===== config.mk =====
export PLATFORM = sky130hd
export DESIGN_NAME = shs_homing_sequencer
export DESIGN_NICKNAME = d
export VERILOG_FILES = /design/src/core/shs_pkg.sv /design/src/core/shs_homing_sequencer.sv
export VERILOG_INCLUDE_DIRS = /design/src /design/src/core
export SDC_FILE = /design/constraint.sdc
export NUM_CORES = 1
export LEC_CHECK = 0
export BUFFER_PORTS_ARGS = -buffer_cell sky130_fd_sc_hd__buf_2
export CAP_MARGIN = 30
export CORE_AREA = 2 2 117 119
export CTS_BUF_LIST = sky130_fd_sc_hd__clkbuf_2
export CTS_CLUSTER_DIAMETER = 40
export DETAILED_ROUTE_END_ITERATION = 7
export DIE_AREA = 0 0 119 121
export GPL_ROUTABILITY_DRIVEN = 0
export PLACE_DENSITY = 0.85
export SYNTH_ARGS = -nofsm -noshare
export SYNTH_HDL_FRONTEND = slang
export SYNTH_SLANG_ARGS = --single-unit

===== constraint.sdc =====
create_clock -name pclk -period 6.2 [get_ports pclk]
set_input_delay 0.62 -clock pclk [delete_from_list [all_inputs] [get_ports pclk]]
set_output_delay 0.62 -clock pclk [all_outputs]
set_load 0.02 [all_outputs]

===== src/core/shs_params.svh =====
// Offsets, fields and timing constants of the homing sequencer
`ifndef SHS_PARAMS_SVH
`define SHS_PARAMS_SVH
`define SHS_REG_CTRL 12'h000
`define SHS_REG_CFG 12'h004
`define SHS_REG_START 12'h008
`define SHS_REG_PROG 12'h00c
`define SHS_REG_STAT 12'h010
`define SHS_REG_IRQ 12'h014
`define SHS_REG_MASK 12'h018
`define SHS_REG_SPEED 12'h01c
`define SHS_CTRL_CW 0
`define SHS_CTRL_CCW 1
`define SHS_CTRL_PROX 2
`define SHS_CFG_HOMEIN 0
`define SHS_CFG_ENC 1
`define SHS_CFG_INDEX 2
`define SHS_CFG_NETPROX 3
`define SHS_IRQ_DONE 0
`define SHS_IRQ_FAULT 1
`define SHS_IRQ_REFUSED 2
`define SHS_DWELL_MS 2000
`define SHS_CLK_MHZ 100
`define SHS_DWELL_CYC (`SHS_DWELL_MS * 1000 * `SHS_CLK_MHZ)
`define SHS_SPEED_W 16
`endif


===== src/core/shs_pkg.sv =====
// Types of the homing sequencer
package shs_pkg;
	typedef enum logic [3:0] {
		SHS_IDLE = 4'h0,
		SHS_SEEK = 4'h1,
		SHS_DECEL1 = 4'h2,
		SHS_DWELL1 = 4'h3,
		SHS_BACKOFF = 4'h4,
		SHS_DECEL2 = 4'h5,
		SHS_DWELL2 = 4'h6,
		SHS_FINAL = 4'h7,
		SHS_APPROACH = 4'h8
	} shs_state_e;
endpackage : shs_pkg


===== src/core/shs_homing_sequencer.sv =====
// Homing sequencer with APB register slave
// Behaviour
// Refuse homing unless home input, or encoder with index homing, is configured
// Counter-clockwise command runs the same profile with directions inverted
// Without approach flag, accelerate then run programmed speed until home active
// Home active in first run: decelerate, stop, dwell two seconds
// After dwell run reverse until home releases, then decelerate, stop, dwell
// Final approach at starting speed, stop when home goes active
// Home already active at command: start at reverse run
// With approach flag configured, ignore sensor until flag rises
// After flag rise, next sensor activation is home even if flag dropped
// Host drives approach flag itself; leaves it unused for sensor-only homing
// Proximity: decelerate on approach active, stop when sensor activates
// Starting speed is the floor; keep running there if reached
// With index homing, home input acts as hardware approach signal
// Limit in travel direction: stop, dwell, then reverse run and approach
// Opposite limit during homing: stop at once and set fault; code does so only while dir_cw equals the commanded direction
// Both limits active during search: stop and report error
// Travel limit already active at command: begin at reverse run
// At home point clear motor position, and encoder position if enabled
// Search starts in commanded direction and ends moving that way slowly
//
// Local design decisions: the placing of the registers and the APB register port.
`timescale 1ns/1ps
`include "shs_params.svh"
module shs_homing_sequencer #(
	parameter int unsigned DWELL_CYC = `SHS_DWELL_CYC,
	parameter int unsigned SPEED_W = `SHS_SPEED_W
) (
	input wire logic pclk,
	input wire logic presetn,
	input wire logic psel,
	input wire logic penable,
	input wire logic pwrite,
	input wire logic [11:0] paddr,
	input wire logic [31:0] pwdata,
	output logic [31:0] prdata,
	output logic pready,
	output logic pslverr,
	input wire logic home_sensor,
	input wire logic index_pulse,
	input wire logic clockwise_travel_stop,
	input wire logic counterclockwise_travel_stop,
	output logic moving,
	output logic dir_cw,
	output logic [SPEED_W-1:0] speed,
	output logic clear_motor_pos,
	output logic clear_enc_pos,
	output logic irq
);
	////////////////////////////////////////////////////////////////////////
	shs_pkg::shs_state_e state, next_state;
	logic [3:0] cfg, next_cfg;
	logic [SPEED_W-1:0] start_spd, next_start_spd, prog_spd, next_prog_spd;
	logic [SPEED_W-1:0] next_speed;
	logic [2:0] irq_stat, next_irq_stat, irq_mask, next_irq_mask;
	logic net_prox, next_net_prox, prox_q, next_prox_q, armed, next_armed;
	logic home_q, next_home_q, idx_q, next_idx_q;
	logic cw_cmd, next_cw_cmd, fault, next_fault;
	logic next_moving, next_dir_cw, next_clr_m, next_clr_e;
	logic [31:0] dwell, next_dwell;
	logic [31:0] next_prdata;
	logic wr, rd, cmd_cw, cmd_ccw, can_home, use_prox, prox_src, prox_rise;
	logic home_rise, home_fall, trig, fwd_lim, rev_lim, ev_done, ev_fault, ev_ref;

	function automatic logic [SPEED_W-1:0] ramp(input logic [SPEED_W-1:0] cur,
		input logic [SPEED_W-1:0] tgt);
		if (cur < tgt)
			ramp = cur + SPEED_W'(1);
		else if (cur > tgt)
			ramp = cur - SPEED_W'(1);
		else
			ramp = cur;
	endfunction : ramp

	////////////////////////////////////////////////////////////////////////
	assign wr = psel && penable && pwrite;
	assign rd = psel && !penable && !pwrite;
	assign pready = 1'b1;
	assign pslverr = 1'b0;
	assign irq = |(irq_stat & irq_mask);
	assign cmd_cw = wr && paddr == `SHS_REG_CTRL && pwdata[`SHS_CTRL_CW];
	assign cmd_ccw = wr && paddr == `SHS_REG_CTRL && pwdata[`SHS_CTRL_CCW];
	assign can_home = cfg[`SHS_CFG_HOMEIN] || (cfg[`SHS_CFG_ENC] && cfg[`SHS_CFG_INDEX]);
	// Index homing with home input and no approach flag: the input becomes the approach signal
	assign use_prox = cfg[`SHS_CFG_NETPROX] ||
		(cfg[`SHS_CFG_INDEX] && cfg[`SHS_CFG_HOMEIN]);
	assign prox_src = (cfg[`SHS_CFG_INDEX] && cfg[`SHS_CFG_HOMEIN] && !cfg[`SHS_CFG_NETPROX])
		? home_sensor : net_prox;
	assign prox_rise = prox_src && !prox_q;
	assign home_rise = home_sensor && !home_q;
	assign home_fall = !home_sensor && home_q;
	// Homing trigger is index pulse or home sensor edge
	assign trig = cfg[`SHS_CFG_INDEX] ? (index_pulse && !idx_q) : home_rise;
	// Limits swap meaning for the counter-clockwise search
	assign fwd_lim = cw_cmd ? clockwise_travel_stop : counterclockwise_travel_stop;
	assign rev_lim = cw_cmd ? counterclockwise_travel_stop : clockwise_travel_stop;

	////////////////////////////////////////////////////////////////////////
	always_comb
	begin
		next_state = state;
		next_cfg = cfg;
		next_start_spd = start_spd;
		next_prog_spd = prog_spd;
		next_speed = speed;
		next_irq_mask = irq_mask;
		next_net_prox = net_prox;
		next_prox_q = prox_src;
		next_armed = armed;
		next_home_q = home_sensor;
		next_idx_q = index_pulse;
		next_cw_cmd = cw_cmd;
		next_fault = fault;
		next_moving = moving;
		next_dir_cw = dir_cw;
		next_clr_m = 1'b0;
		next_clr_e = 1'b0;
		next_dwell = dwell;
		ev_done = 1'b0;
		ev_fault = 1'b0;
		ev_ref = 1'b0;
		if (wr && paddr == `SHS_REG_CFG)
			next_cfg = pwdata[3:0];
		if (wr && paddr == `SHS_REG_START)
			next_start_spd = pwdata[SPEED_W-1:0];
		if (wr && paddr == `SHS_REG_PROG)
			next_prog_spd = pwdata[SPEED_W-1:0];
		if (wr && paddr == `SHS_REG_MASK)
			next_irq_mask = pwdata[2:0];
		if (wr && paddr == `SHS_REG_CTRL)
			next_net_prox = pwdata[`SHS_CTRL_PROX];
		if (prox_rise)
			next_armed = 1'b1;
		unique case (state)
			shs_pkg::SHS_IDLE:
			begin
				next_moving = 1'b0;
				if (cmd_cw || cmd_ccw)
				begin
					if (!can_home)
						ev_ref = 1'b1;
					else
					begin
						next_cw_cmd = cmd_cw;
						next_fault = 1'b0;
						next_armed = 1'b0;
						next_moving = 1'b1;
						next_speed = start_spd;
						// Already on the sensor or the limit in the commanded direction: go straight to the release run
						if (home_sensor || (cmd_cw ? clockwise_travel_stop
							: counterclockwise_travel_stop))
						begin
							next_dir_cw = !cmd_cw;
							next_state = shs_pkg::SHS_BACKOFF;
						end
						else
						begin
							next_dir_cw = cmd_cw;
							next_state = use_prox ? shs_pkg::SHS_APPROACH
								: shs_pkg::SHS_SEEK;
						end
					end
				end
			end
			shs_pkg::SHS_SEEK:
			begin
				next_speed = ramp(speed, prog_spd);
				if (home_sensor)
					next_state = shs_pkg::SHS_DECEL1;
				else if (fwd_lim)
				begin
					next_moving = 1'b0;
					next_speed = start_spd;
					next_dwell = DWELL_CYC;
					next_state = shs_pkg::SHS_DWELL1;
				end
			end
			shs_pkg::SHS_DECEL1:
			begin
				next_speed = ramp(speed, start_spd);
				if (speed == start_spd)
				begin
					next_moving = 1'b0;
					next_dwell = DWELL_CYC;
					next_state = shs_pkg::SHS_DWELL1;
				end
			end
			shs_pkg::SHS_DWELL1:
			begin
				next_dwell = dwell - 32'h0000_0001;
				if (dwell <= 32'h0000_0001)
				begin
					next_moving = 1'b1;
					next_dir_cw = !cw_cmd;
					next_state = shs_pkg::SHS_BACKOFF;
				end
			end
			shs_pkg::SHS_BACKOFF:
			begin
				next_speed = ramp(speed, prog_spd);
				// Off the sensor (limit start) the run must cross it before it can end
				if (home_fall)
					next_state = shs_pkg::SHS_DECEL2;
			end
			shs_pkg::SHS_DECEL2:
			begin
				next_speed = ramp(speed, start_spd);
				if (speed == start_spd)
				begin
					next_moving = 1'b0;
					next_dwell = DWELL_CYC;
					next_state = shs_pkg::SHS_DWELL2;
				end
			end
			shs_pkg::SHS_DWELL2:
			begin
				next_dwell = dwell - 32'h0000_0001;
				if (dwell <= 32'h0000_0001)
				begin
					next_moving = 1'b1;
					next_dir_cw = cw_cmd;
					next_speed = start_spd;
					next_state = shs_pkg::SHS_FINAL;
				end
			end
			shs_pkg::SHS_FINAL:
			begin
				next_speed = start_spd;
				if (trig)
				begin
					next_moving = 1'b0;
					next_clr_m = 1'b1;
					next_clr_e = cfg[`SHS_CFG_ENC];
					ev_done = 1'b1;
					next_state = shs_pkg::SHS_IDLE;
				end
			end
			shs_pkg::SHS_APPROACH:
			begin
				// Ramp down after arming; the start speed floor holds
				next_speed = (armed || prox_rise) ? ramp(speed, start_spd)
					: ramp(speed, prog_spd);
				if (armed && trig)
				begin
					next_moving = 1'b0;
					next_clr_m = 1'b1;
					next_clr_e = cfg[`SHS_CFG_ENC];
					ev_done = 1'b1;
					next_state = shs_pkg::SHS_IDLE;
				end
				else if (fwd_lim)
				begin
					next_moving = 1'b0;
					next_dwell = DWELL_CYC;
					next_state = shs_pkg::SHS_DWELL1;
				end
			end
			default:
				next_state = shs_pkg::SHS_IDLE;
		endcase
		// Fault stops override every searching state
		if (state != shs_pkg::SHS_IDLE && ((clockwise_travel_stop &&
			counterclockwise_travel_stop) || (rev_lim && dir_cw == cw_cmd)))
		begin
			next_moving = 1'b0;
			next_fault = 1'b1;
			next_clr_m = 1'b0;
			next_clr_e = 1'b0;
			ev_done = 1'b0;
			ev_fault = 1'b1;
			next_state = shs_pkg::SHS_IDLE;
		end
		if (!next_moving)
			next_speed = start_spd;
	end

	////////////////////////////////////////////////////////////////////////
	always_comb
	begin
		next_irq_stat = irq_stat;
		if (wr && paddr == `SHS_REG_IRQ)
			next_irq_stat = irq_stat & ~pwdata[2:0];
		// Set wins over a simultaneous clear
		next_irq_stat[`SHS_IRQ_DONE] = next_irq_stat[`SHS_IRQ_DONE] | ev_done;
		next_irq_stat[`SHS_IRQ_FAULT] = next_irq_stat[`SHS_IRQ_FAULT] | ev_fault;
		next_irq_stat[`SHS_IRQ_REFUSED] = next_irq_stat[`SHS_IRQ_REFUSED] | ev_ref;
		next_prdata = prdata;
		if (rd)
		begin
			unique case (paddr)
				`SHS_REG_CFG: next_prdata = {28'h0, cfg};
				`SHS_REG_START: next_prdata = 32'(start_spd);
				`SHS_REG_PROG: next_prdata = 32'(prog_spd);
				`SHS_REG_STAT: next_prdata = {20'h0, fault, armed, net_prox, state,
					dir_cw, moving, clockwise_travel_stop, counterclockwise_travel_stop,
					home_sensor};
				`SHS_REG_IRQ: next_prdata = {29'h0, irq_stat};
				`SHS_REG_MASK: next_prdata = {29'h0, irq_mask};
				`SHS_REG_SPEED: next_prdata = 32'(speed);
				default: next_prdata = 32'h0000_0000;
			endcase
		end
	end

	always_ff @(posedge pclk or negedge presetn)
	begin
		if (!presetn)
		begin
			state <= shs_pkg::SHS_IDLE;
			cfg <= 4'h0;
			start_spd <= '0;
			prog_spd <= '0;
			speed <= '0;
			irq_stat <= 3'h0;
			irq_mask <= 3'h0;
			net_prox <= 1'b0;
			prox_q <= 1'b0;
			armed <= 1'b0;
			home_q <= 1'b0;
			idx_q <= 1'b0;
			cw_cmd <= 1'b1;
			fault <= 1'b0;
			moving <= 1'b0;
			dir_cw <= 1'b1;
			clear_motor_pos <= 1'b0;
			clear_enc_pos <= 1'b0;
			dwell <= 32'h0000_0000;
			prdata <= 32'h0000_0000;
		end
		else
		begin
			state <= next_state;
			cfg <= next_cfg;
			start_spd <= next_start_spd;
			prog_spd <= next_prog_spd;
			speed <= next_speed;
			irq_stat <= next_irq_stat;
			irq_mask <= next_irq_mask;
			net_prox <= next_net_prox;
			prox_q <= next_prox_q;
			armed <= next_armed;
			home_q <= next_home_q;
			idx_q <= next_idx_q;
			cw_cmd <= next_cw_cmd;
			fault <= next_fault;
			moving <= next_moving;
			dir_cw <= next_dir_cw;
			clear_motor_pos <= next_clr_m;
			clear_enc_pos <= next_clr_e;
			dwell <= next_dwell;
			prdata <= next_prdata;
		end
	end
endmodule : shs_homing_sequencer


==> reports/qor.csv, run 1 <==
metric,value,unit
status,completed,
Die W,119,um
kind of critical path,reg -> reg,
Core ar.,13090,um^2
Post-DP HPWL,16510,um
post-CTS sizing,0,
first-pass GRT wire length,36880,um
Rel. slew slack,0.3112,
Clock Pin Slew Worst Setup and Hold Paths,0.18,ns
clock root buffer,clkbuf_2,
H-tree Lvls,4,
Area Growth Syn to Fin,8.142,%
Max-cap violations,0,
top cell type's share of synthesized area,0.3569,
CP Cell Sequence,ha_1 > nand4_1 > a2111oi_0 > or4_1 > nand2_1 > o22a_1 > a211o_1 > a22oi_1,
CTS Buf Count,17,
Cells after Synth,977,
Post-synth EDFFs,0,
die height,121,um
final hold violations,0,
Initial DRC Count,926,
Critical Path End Type,flip-flop,
WHS,0.1149,ns
vias,7997,
IO Count,108,
Worst path slowest cell,a2111oi_0,
period utilisation layout,0.6162,
Yosys reg bits,121,
Avg Inst Size Synth,8.541,um^2
area of the mapped netlist,8344,um^2
Post-synth top flop,dfrtp_1,
RSZ-0062 raised after global routing,no,
GRT Total Usage,0.3224,
Worst EP required,6.85,ns
antenna-violating nets left,0,
largest net degree at the start of global routing,66,
Rows,42,
share of post-route cells with drive strength above 1,0.1471,
Startpoint Class,flip-flop,
Static Leak,4.006,nW
drt pass-1 iters,6,
cts hold-fix bufs,2,
grt ovf,0,
vias in the first global route,7228,
Port Buffers,73,
Worst-Margin Slew,1.029,ns
Final setup viols,0,
HP Class,in -> reg,
CTS tree,built,
initial antenna violation count,1,
Yosys Warn Count,0,
Synth area leader,dfrtp_1,
final instance area,9024,um^2
CP bufs+invs,0,
critical-path maximum fanout,13,
"IR drop worst, VDD",0.1507,mV
PD cells,252.7,nW/um^2
Nets,1109,
Initial Util,0.6377,
cell family with most CP delay,compound AO/OA/AOI/OAI gates,
deepest clock path buffer count,2,
Skew-Pair Late Insertion Delay,0.73,ns
Final Max Slew Viols,0,
top post-synthesis cells by area,"dfrtp_1 36%, ha_1 5.4%, nand2_1 5.4%, o21ai_0 4.8%, xnor2_1 3.6%",
die area,14400,um^2
drc violations,0,
final WL,22890,um
Max Freq,261.7,MHz
Post-DP Area,8691,um^2
clock sink count,121,
Avg WL per Cell,18.91,um
Netlist cell types,73,
vias per inst,6.609,
Post-Route Setup TNS,0,ns
"Seq/Total Area, Yosys",0.3632,
post-route minimum period,3.821,ns
Crit path arrival time,4.47,ns
postcts setup bufs,0,
"Async S/R FF share, synth",1.000,
worst stage delay on the critical path,0.87,ns
Setup Skew,0.03403,ns
## metal layers
layer / GRT usage / wire length, um / up-vias
met1: 0.4290 / 9107 / 3880
met5: 0 / 0 / -
met4: 0.1287 / 604 / 0
met2: 0.5208 / 11000 / 445
met3: 0.06297 / 2173 / 53
li1: - / - / 3619
## power breakdown
part	leakage [nW]	total [W]	switching, W	internal, W
sequential	1.36	0.000936	0.0000990	0.000837
clock	0.158	0.000600	0.000302	0.000298
combinational	2.49	0.000743	0.000481	0.000262
## layout by cell type, fill, tap and decap left out, types with 5 or more instances in the layout
master     count
conb_1        18
bufinv_16      5
nand2b_1       9
nor2_1        68
nor4_2         5
mux2i_1       24
xor2_1        13
or4_1          9
a222oi_1       5
xnor2_1       34
a22o_1        13
or2_2          8
nor4_1        26
nor2b_1        5
nand3_1       28
nor3_1        29
and3_1         9
dfrtp_1      119
clkbuf_2      17
a21oi_1       28
and2_1         5
nand4_1       11
ha_1          36
inv_1         46
buf_2         72
a31oi_1        8
a211o_1        5
mux2_2        12
nand2_1      120
a221oi_1      20
o31ai_1       10
o21ai_0       80
or3_1         19
a21o_1        11
a22oi_1       13
buf_4         11
## flip-flops by register name, indices dropped and copies added, names as in the netlist, 3 cells and up
signal and count:
dwell 32, prdata 16, prog_spd 16, speed 16, start_spd 16, cfg 4, state 4, irq_mask 3
irq_stat 3
## cells in the mapped netlist (13+ instances only)
library cell and n:
nor4_1 28, a22o_1 13, a22oi_1 13, o21ai_0 80
mux2i_1 24, xnor2_1 34, a221oi_1 20, nand3_1 28
ha_1 36, nor3_1 30, xor2_1 13, clkbuf_1 42
inv_1 46, or3_1 19, dfrtp_1 119, buf_4 20
nand2_1 120, nor2_1 68, a21oi_1 28
## worst register-to-register path, cell delays in order (launching register included)
cell,delay (ns)
dfrtp_1,0.57
ha_1,0.41
nand4_1,0.24
a2111oi_0,0.87
or4_1,0.73
nand2_1,0.25
o22a_1,0.25
a211o_1,0.29
a22oi_1,0.14
## per-stage QoR
stage | setup slack [ns] | power (W) | cells | utilization
after global routing | 2.248 | 0.002392 | 1210 | 0.6896
after detailed placement | 2.427 | 0.001661 | 1173 | 0.6642
after floorplan | 3.289 | 0.001462 | 993 | -
after CTS | 2.400 | 0.002258 | 1207 | 0.6880
after global placement | 2.539 | 0.001637 | 1171 | 0.6627
final | 2.379 | 0.002280 | 1210 | 0.6896
## layout make-up
| type | instances | area, um^2 |
|---|---|---|
| multi-input cells | 747 | 4821 |
| fillers | 1030 | 4061 |
| flip-flops and latches | 121 | 3030 |
| repair buffers | 87 | 485.5 |
| well taps | 176 | 220.2 |
| clock inverters | 15 | 206.4 |
| inverters | 46 | 172.7 |
| clock buffers | 17 | 85.08 |
| diodes | 1 | 2.502 |
## cells by family after synthesis
logic type / Yosys count / synth area share
AOI/OAI and AO/OA: 237 / 0.1940
xor gates and xnor gates: 47 / 0.04933
adders and majority gates: 36 / 0.05398
buffers and inverters: 125 / 0.06838
DFF: 121 / 0.3632
muxes: 38 / 0.04768
other: 2 / 0.0009000
and+or+nand+nor: 371 / 0.2225
## worst paths after layout
| kind | startpoint | end | slack, ns | cells after the start |
|---|---|---|---|---|
| max in group asynchronous | presetn | start_spd[5]$_DFFE_PN0P_ | 4.44 | 3 |
| min in group asynchronous | presetn | dwell[13]$_DFFE_PN0P_ | 0.47 | 2 |
| setup / recovery | speed[14]$_DFFE_PN0P_ | speed[0]$_DFFE_PN0P_ | 2.38 | 8 |
| hold / removal | pwdata[13] | prog_spd[13]$_DFFE_PN0P_ | 0.11 | 3 |
| hold reg to reg | prdata[12]$_DFFE_PN0P_ | prdata[12]$_DFFE_PN0P_ | 0.51 | 2 |
| setup reg to reg | speed[14]$_DFFE_PN0P_ | speed[0]$_DFFE_PN0P_ | 2.38 | 8 |
No activity file was read; power rests on OpenSTA's default activity.
==> run 2, diff against run 1 <==
--- a/config.mk
+++ b/config.mk
@@ -8,13 +8,13 @@
 export LEC_CHECK = 0
 export BUFFER_PORTS_ARGS = -buffer_cell sky130_fd_sc_hd__buf_2
 export CAP_MARGIN = 30
-export CORE_AREA = 2 2 117 119
+export CORE_AREA = 2 2 127 129
 export CTS_BUF_LIST = sky130_fd_sc_hd__clkbuf_2
 export CTS_CLUSTER_DIAMETER = 40
 export DETAILED_ROUTE_END_ITERATION = 7
-export DIE_AREA = 0 0 119 121
+export DIE_AREA = 0 0 129 131
 export GPL_ROUTABILITY_DRIVEN = 0
-export PLACE_DENSITY = 0.85
+export PLACE_DENSITY = 0.76
 export SYNTH_ARGS = -nofsm -noshare
 export SYNTH_HDL_FRONTEND = slang
 export SYNTH_SLANG_ARGS = --single-unit
==> constraint.sdc (replaced) <==
create_clock -name pclk -period 3.4 [get_ports pclk]
set_input_delay 0.34 -clock pclk [delete_from_list [all_inputs] [get_ports pclk]]
set_output_delay 0.34 -clock pclk [all_outputs]
set_load 0.02 [all_outputs]
==> run 2 against run 1 <==
Compared with the run above:
- clock power rose by 33%
- sequential power increased by 75%
- register-to-register slack lost 2.2 ns
- first-iteration DRC count decreased by 12%
- die area grew 17%
- combinational power grew 110%
- sequential share of layout area decreased by 1.4 points
- clock skew decreased by 0.0098 ns
- worst hold slack worse by 0.042 ns
- total power up 74%
- critical endpoint is now state[3]$_DFFE_PN0P_
- highest routed layer unchanged
==> reports/qor.csv, run 2 (synthesis results as in run 1) <==
metric,value,unit,change
grt ovf,0,,unchanged
initial antenna violation count,1,,unchanged
deepest clock path buffer count,2,,unchanged
fill cell count,1380,,+34%
CTS tree,built,,
Die W,129,um,+8.4%
Nets,1161,,+4.7%
GRT Total Usage,0.2874,,-0.03505
Rows,46,,+9.5%
die height,131,um,+8.3%
IO Count,108,,unchanged
clock sink count,121,,unchanged
Startpoint Class,flip-flop,,
vias,7946,,-0.64%
Max-cap violations,0,,unchanged
Final Max Slew Viols,0,,unchanged
vias in the first global route,7284,,+0.77%
drt pass-1 iters,8,,+2
Worst-Margin Slew,1.072,ns,+0.04267 ns
status,completed,,
Avg WL per Cell,18.40,um,-2.7%
Initial DRC Count,816,,-12%
post-route minimum period,3.193,ns,-0.6281 ns
vias per inst,6.108,,-7.6%
Static Leak,4.207,nW,+5.0%
RSZ-0062 raised after global routing,no,,
Biggest register,dwell,,
final hold violations,0,,unchanged
period utilisation layout,0.9390,,+0.3228
first-pass GRT wire length,37850,um,+2.6%
Initial Util,0.5350,,-0.1027
Worst EP required,4.07,ns,-2.78 ns
Final setup viols,0,,unchanged
H-tree Lvls,4,,unchanged
Worst path slowest cell,dfrtp_1,,
Critical Path End Type,flip-flop,,
critical-path maximum fanout,7,,-6
Inst Count DP,1250,,+6.6%
clock root buffer,clkbuf_2,,
final WL,23940,um,+4.6%
Final Non-Filler Cells,1301,,+7.5%
HP Class,in -> reg,,
Crit path arrival time,3.86,ns,-0.61 ns
drc violations,0,,unchanged
Post-DP HPWL,17120,um,+3.7%
Setup Skew,0.02422,ns,-0.009809 ns
CP Cell Sequence,inv_1 > ha_1 > and3_1 > nand4_1 > buf_4 > or2_2 > o2111ai_1 > o221ai_1 > a211oi_1 > nor3b_4 > a21boi_0,,
kind of critical path,reg -> reg,,
postcts setup bufs,0,,unchanged
Skew-Pair Late Insertion Delay,0.74,ns,about the same
worst stage delay on the critical path,0.47,ns,-0.40 ns
Area Growth Syn to Fin,12.90,%,
Rel. slew slack,0.2838,,-0.02739
PD cells,421.4,nW/um^2,+67%
largest net degree at the start of global routing,82,,+24%
antenna-violating nets left,0,,unchanged
Max Freq,313.2,MHz,+20%
"commonest non-fill, non-tap cell in the layout",nand2_1,,
Core ar.,15600,um^2,+19%
"IR drop worst, VDD",0.2511,mV,+67%
max reg flops,32,,unchanged
CTS Buf Count,17,,unchanged
Post-Route Setup TNS,0,ns,unchanged
Clock Pin Slew Worst Setup and Hold Paths,0.18,ns,about the same
share of post-route cells with drive strength above 1,0.1716,,+0.02444
most frequent cells in the layout,"120 x nand2_1, 118 x dfrtp_1, 80 x o21ai_0, 72 x buf_2, 68 x nor2_1",,
Port Buffers,73,,unchanged
die area,16900,um^2,+17%
## run 2: cell type report
cell class | count | area, um^2 | area share
Clock buffer | 19 | 95.09 | 0.01009
Antenna cell | 1 | 2.502 | 0.0002656
Inverter | 46 | 172.7 | 0.01833
Tap cell | 216 | 270.3 | 0.02869
Timing Repair Buffer | 139 | 935.9 | 0.09935
Multi-Input combinational cell | 747 | 4827 | 0.5124
Clock inverter | 12 | 85.08 | 0.009032
Sequential cell | 121 | 3032 | 0.3218
## run 2: layer usage
layer	global-route usage	wire length, um
met5	0	0
met3	0.05741	2115
met1	0.4146	10700
met2	0.4248	10560
met4	0.1151	558
## run 2: path summary, 6_finish.rpt
| kind | start | endpoint | slack (ns) | cells after the start |
|---|---|---|---|---|
| max in group asynchronous | presetn | cw_cmd$_DFFE_PN1P_ | 2.46 | 3 |
| worst min register to register | prdata[1]$_DFFE_PN0P_ | prdata[1]$_DFFE_PN0P_ | 0.49 | 2 |
| min in group asynchronous | presetn | start_spd[14]$_DFFE_PN0P_ | 0.12 | 2 |
| worst max register to register | start_spd[13]$_DFFE_PN0P_ | state[3]$_DFFE_PN0P_ | 0.21 | 11 |
| worst max-delay path | start_spd[13]$_DFFE_PN0P_ | state[3]$_DFFE_PN0P_ | 0.21 | 11 |
| worst min-delay path | clockwise_travel_stop | fault$_DFFE_PN0P_ | 0.07 | 5 |
## run 2: power by group
part / total, W / switching (W) / internal [W]
combinational: 0.00153 / 0.000980 / 0.000555
sequential: 0.00164 / 0.000107 / 0.00153
clock: 0.000799 / 0.000551 / 0.000248
total: 0.00397 / 0.00164 / 0.00233
## run 2: critical path: cells and delay by family (launching register included)
kind	cells	cell delay, ns
simple gates	4	1.08
compound gates	4	0.97
flops	1	0.47
buf+inv	2	0.32
fa+ha+maj	1	0.28
## run 2: timing repair
| item | 4_1_cts | 5_1_grt |
|---|---|---|
| hold endpoints to repair | 86 | 0 |
| gates resized for setup | 0 | 2 |
| setup endpoints to repair | 0 | 1 |
| hold buffers | 19 | 0 |
## run 2: stage by stage
stage	utilization	setup slack (ns)	power (W)	hold slack (ns)	area [um^2]
2_1_floorplan	-	0.4886	0.002667	0.04441	8404
3_3_place_gp	0.5796	0.3614	0.003098	0.3764	9040
3_5_place_dp	0.5796	0.2479	0.003121	0.3748	9040
4_1_cts	0.6033	0.2206	0.003921	0.05343	9410
5_1_grt	0.6040	0.04166	0.004178	0.08907	9420
6_report	0.6040	0.2073	0.003970	0.07304	9420
==> run 3, diff against run 2 <==
--- a/config.mk
+++ b/config.mk
@@ -15,6 +15,7 @@
 export DIE_AREA = 0 0 129 131
 export GPL_ROUTABILITY_DRIVEN = 0
 export PLACE_DENSITY = 0.76
+export SETUP_SLACK_MARGIN = 0.5
 export SYNTH_ARGS = -nofsm -noshare
 export SYNTH_HDL_FRONTEND = slang
 export SYNTH_SLANG_ARGS = --single-unit
==> run 3 against run 2 <==
Compared with the run above:
- the flow now finishes with violations (design-rule violations)
- die area unchanged
- clock skew grew 0.0051 ns
- worst setup slack improved by 0.18 ns
- critical path type unchanged
- critical endpoint is now speed[6]$_DFFE_PN0P_
==> reports/qor.csv, run 3 (synthesis results as in run 1) <==
metric,value,unit,change
status,finished with violations,,
failing checks,design-rule violations,,
Worst path slowest cell,or4_4,,
internal power,0.002767,W,+19%
Avg WL per Cell,19.35,um,+5.2%
worst stage delay on the critical path,0.57,ns,+0.10 ns
Initial Util,0.5350,,unchanged
drt pass-1 iters,8,,unchanged
Switching Share,0.3864,,-0.02625
Clock Pin Slew Worst Setup and Hold Paths,0.20,ns,+0.02 ns
H-tree Lvls,4,,unchanged
"commonest non-fill, non-tap cell in the layout",nand2_1,,
kind of critical path,reg -> reg,,
Area Growth Syn to Fin,23.84,%,
clock sink count,121,,unchanged
register share of total power,0.367,,-0.045
first-pass GRT wire length,37830,um,about the same
Clk pwr share,0.265,,+0.064
vias per inst,6.248,,+2.3%
Die W,129,um,unchanged
grt ovf,0,,unchanged
antenna-violating nets left,0,,unchanged
Max-cap violations,0,,unchanged
die height,131,um,unchanged
Max Freq,332.1,MHz,+6.0%
Post-DP HPWL,17270,um,+0.89%
final hold violations,0,,unchanged
Biggest register,dwell,,
CTS Buf Count,17,,unchanged
CP bufs+invs,3,,+1
GRT Total Usage,0.2867,,-0.0007135
period utilisation layout,0.8857,,-0.05336
Port Buffers,73,,unchanged
Final WS setup,0.3888,ns,+0.1814 ns
HP Class,in -> reg,,
PD cells,436.4,nW/um^2,+3.6%
drc violations,1,,+1
Worst-Margin Slew,0.9118,ns,-0.1603 ns
clock root buffer,clkbuf_2,,
Critical Path End Type,flip-flop,,
Initial DRC Count,1138,,+39%
IO Count,108,,unchanged
RSZ-0062 raised after global routing,yes,,
Final setup viols,0,,unchanged
Nets,1202,,+3.5%
CP Cell Sequence,buf_6 > ha_4 > nand4_1 > nor2_1 > a22o_1 > or4_4 > buf_12 > buf_4 > mux2i_2 > xnor2_1 > a22oi_2 > o21ai_1,,
max reg flops,32,,unchanged
initial antenna violation count,1,,unchanged
deepest clock path buffer count,2,,unchanged
Worst EP required,4.07,ns,about the same
vias,8391,,+5.6%
fill cell count,1189,,-14%
NetSw,0.001743,W,+6.4%
Skew-Pair Late Insertion Delay,0.74,ns,about the same
Crit path arrival time,3.68,ns,-0.18 ns
largest net degree at the start of global routing,69,,-16%
"IR drop worst, VDD",0.3126,mV,+24%
CTS tree,built,,
Core ar.,15600,um^2,unchanged
Final Max Slew Viols,0,,unchanged
Startpoint Class,flip-flop,,
Rows,46,,unchanged
Setup Skew,0.02934,ns,+0.005124 ns
Place WS,0.1668,ns,-0.08106 ns
post-route minimum period,3.011,ns,-0.1814 ns
most frequent cells in the layout,"118 x nand2_1, 111 x dfrtp_1, 79 x buf_4, 75 x o21ai_0, 72 x buf_2",,
share of post-route cells with drive strength above 1,0.2575,,+0.08596
Comb pwr share,0.368,,-0.019
die area,16900,um^2,unchanged
Rel. slew slack,0.3922,,+0.1083
cell family with most CP delay,simple AND/OR/NAND/NOR gates,,
Post-Route Setup TNS,0,ns,unchanged
vias in the first global route,7308,,+0.33%
Static Leak,4.516,nW,+7.4%
critical-path maximum fanout,8,,+1
final WL,25990,um,+8.6%
[run 3: power groups by stage]
stage	combinational [W]	clock (W)	sequential, W
6_report	0.00166	0.00119	0.00166
5_1_grt	0.00178	0.00125	0.00167
4_1_cts	0.00152	0.00120	0.00164
3_5_place_dp	0.00145	0	0.00166
3_3_place_gp	0.00143	0	0.00166
2_1_floorplan	0.00104	0	0.00163
[run 3: routing by layer]
layer,part of all wire,global-route usage
met1,0.42,0.4119
met2,0.45,0.4292
met3,0.097,0.05700
met4,0.034,0.1074
met5,0,0
[run 3: worst register-to-register path: stages, from the launching register on]
cell and delay, ns:
dfrtp_1 0.46, buf_6 0.15, ha_4 0.21, nand4_1 0.18
nor2_1 0.10, a22o_1 0.27, or4_4 0.57, buf_12 0.17
buf_4 0.17, mux2i_2 0.16, xnor2_1 0.19, a22oi_2 0.09
o21ai_1 0.23
[run 3: stage by stage]
stage	area [um^2]	power (W)	util	hold WS, ns	instances
floorplan	8407	0.002667	-	0.04441	993
global placement	9035	0.003096	0.5793	0.4578	1249
detailed placement	9035	0.003110	0.5793	0.4648	1249
CTS	9734	0.004352	0.6241	0.01684	1315
global route	10330	0.004704	0.6625	0.08199	1343
finish	10330	0.004510	0.6625	0.06283	1343
[run 3: layout make-up]
| cell class | count | area (um^2) | share of cell area |
|---|---|---|---|
| sequential | 121 | 3040 | 0.2942 |
| clock buffer | 17 | 85.08 | 0.008233 |
| tap | 216 | 270.3 | 0.02615 |
| antenna | 1 | 2.502 | 0.0002422 |
| clock inverter | 15 | 230.2 | 0.02228 |
| inverter | 46 | 172.7 | 0.01671 |
| timing repair buffer | 180 | 1274 | 0.1233 |
| multi-input combinational | 747 | 5259 | 0.5089 |
[run 3: worst paths after layout]
check	from	end	slack [ns]	depth (start not counted)
min	counterclockwise_travel_stop	fault$_DFFE_PN0P_	0.06	5
max reg2reg	speed[9]$_DFFE_PN0P_	speed[6]$_DFFE_PN0P_	0.39	12
max in group asynchronous	presetn	cw_cmd$_DFFE_PN1P_	2.28	3
min reg2reg	prdata[7]$_DFFE_PN0P_	prdata[7]$_DFFE_PN0P_	0.49	2
min in group asynchronous	presetn	speed[9]$_DFFE_PN0P_	0.26	2
max	speed[9]$_DFFE_PN0P_	speed[6]$_DFFE_PN0P_	0.39	12
[run 3: repair_timing]
item / 4_1_cts / 5_1_grt
hold buffers: 19 / 0
hold endpoints to repair: 113 / 0
buffers inserted: 15 / 27
setup endpoints to repair: 41 / 37
gates cloned: 0 / 0
resized for setup: 22 / 65
pin swaps: 5 / 29
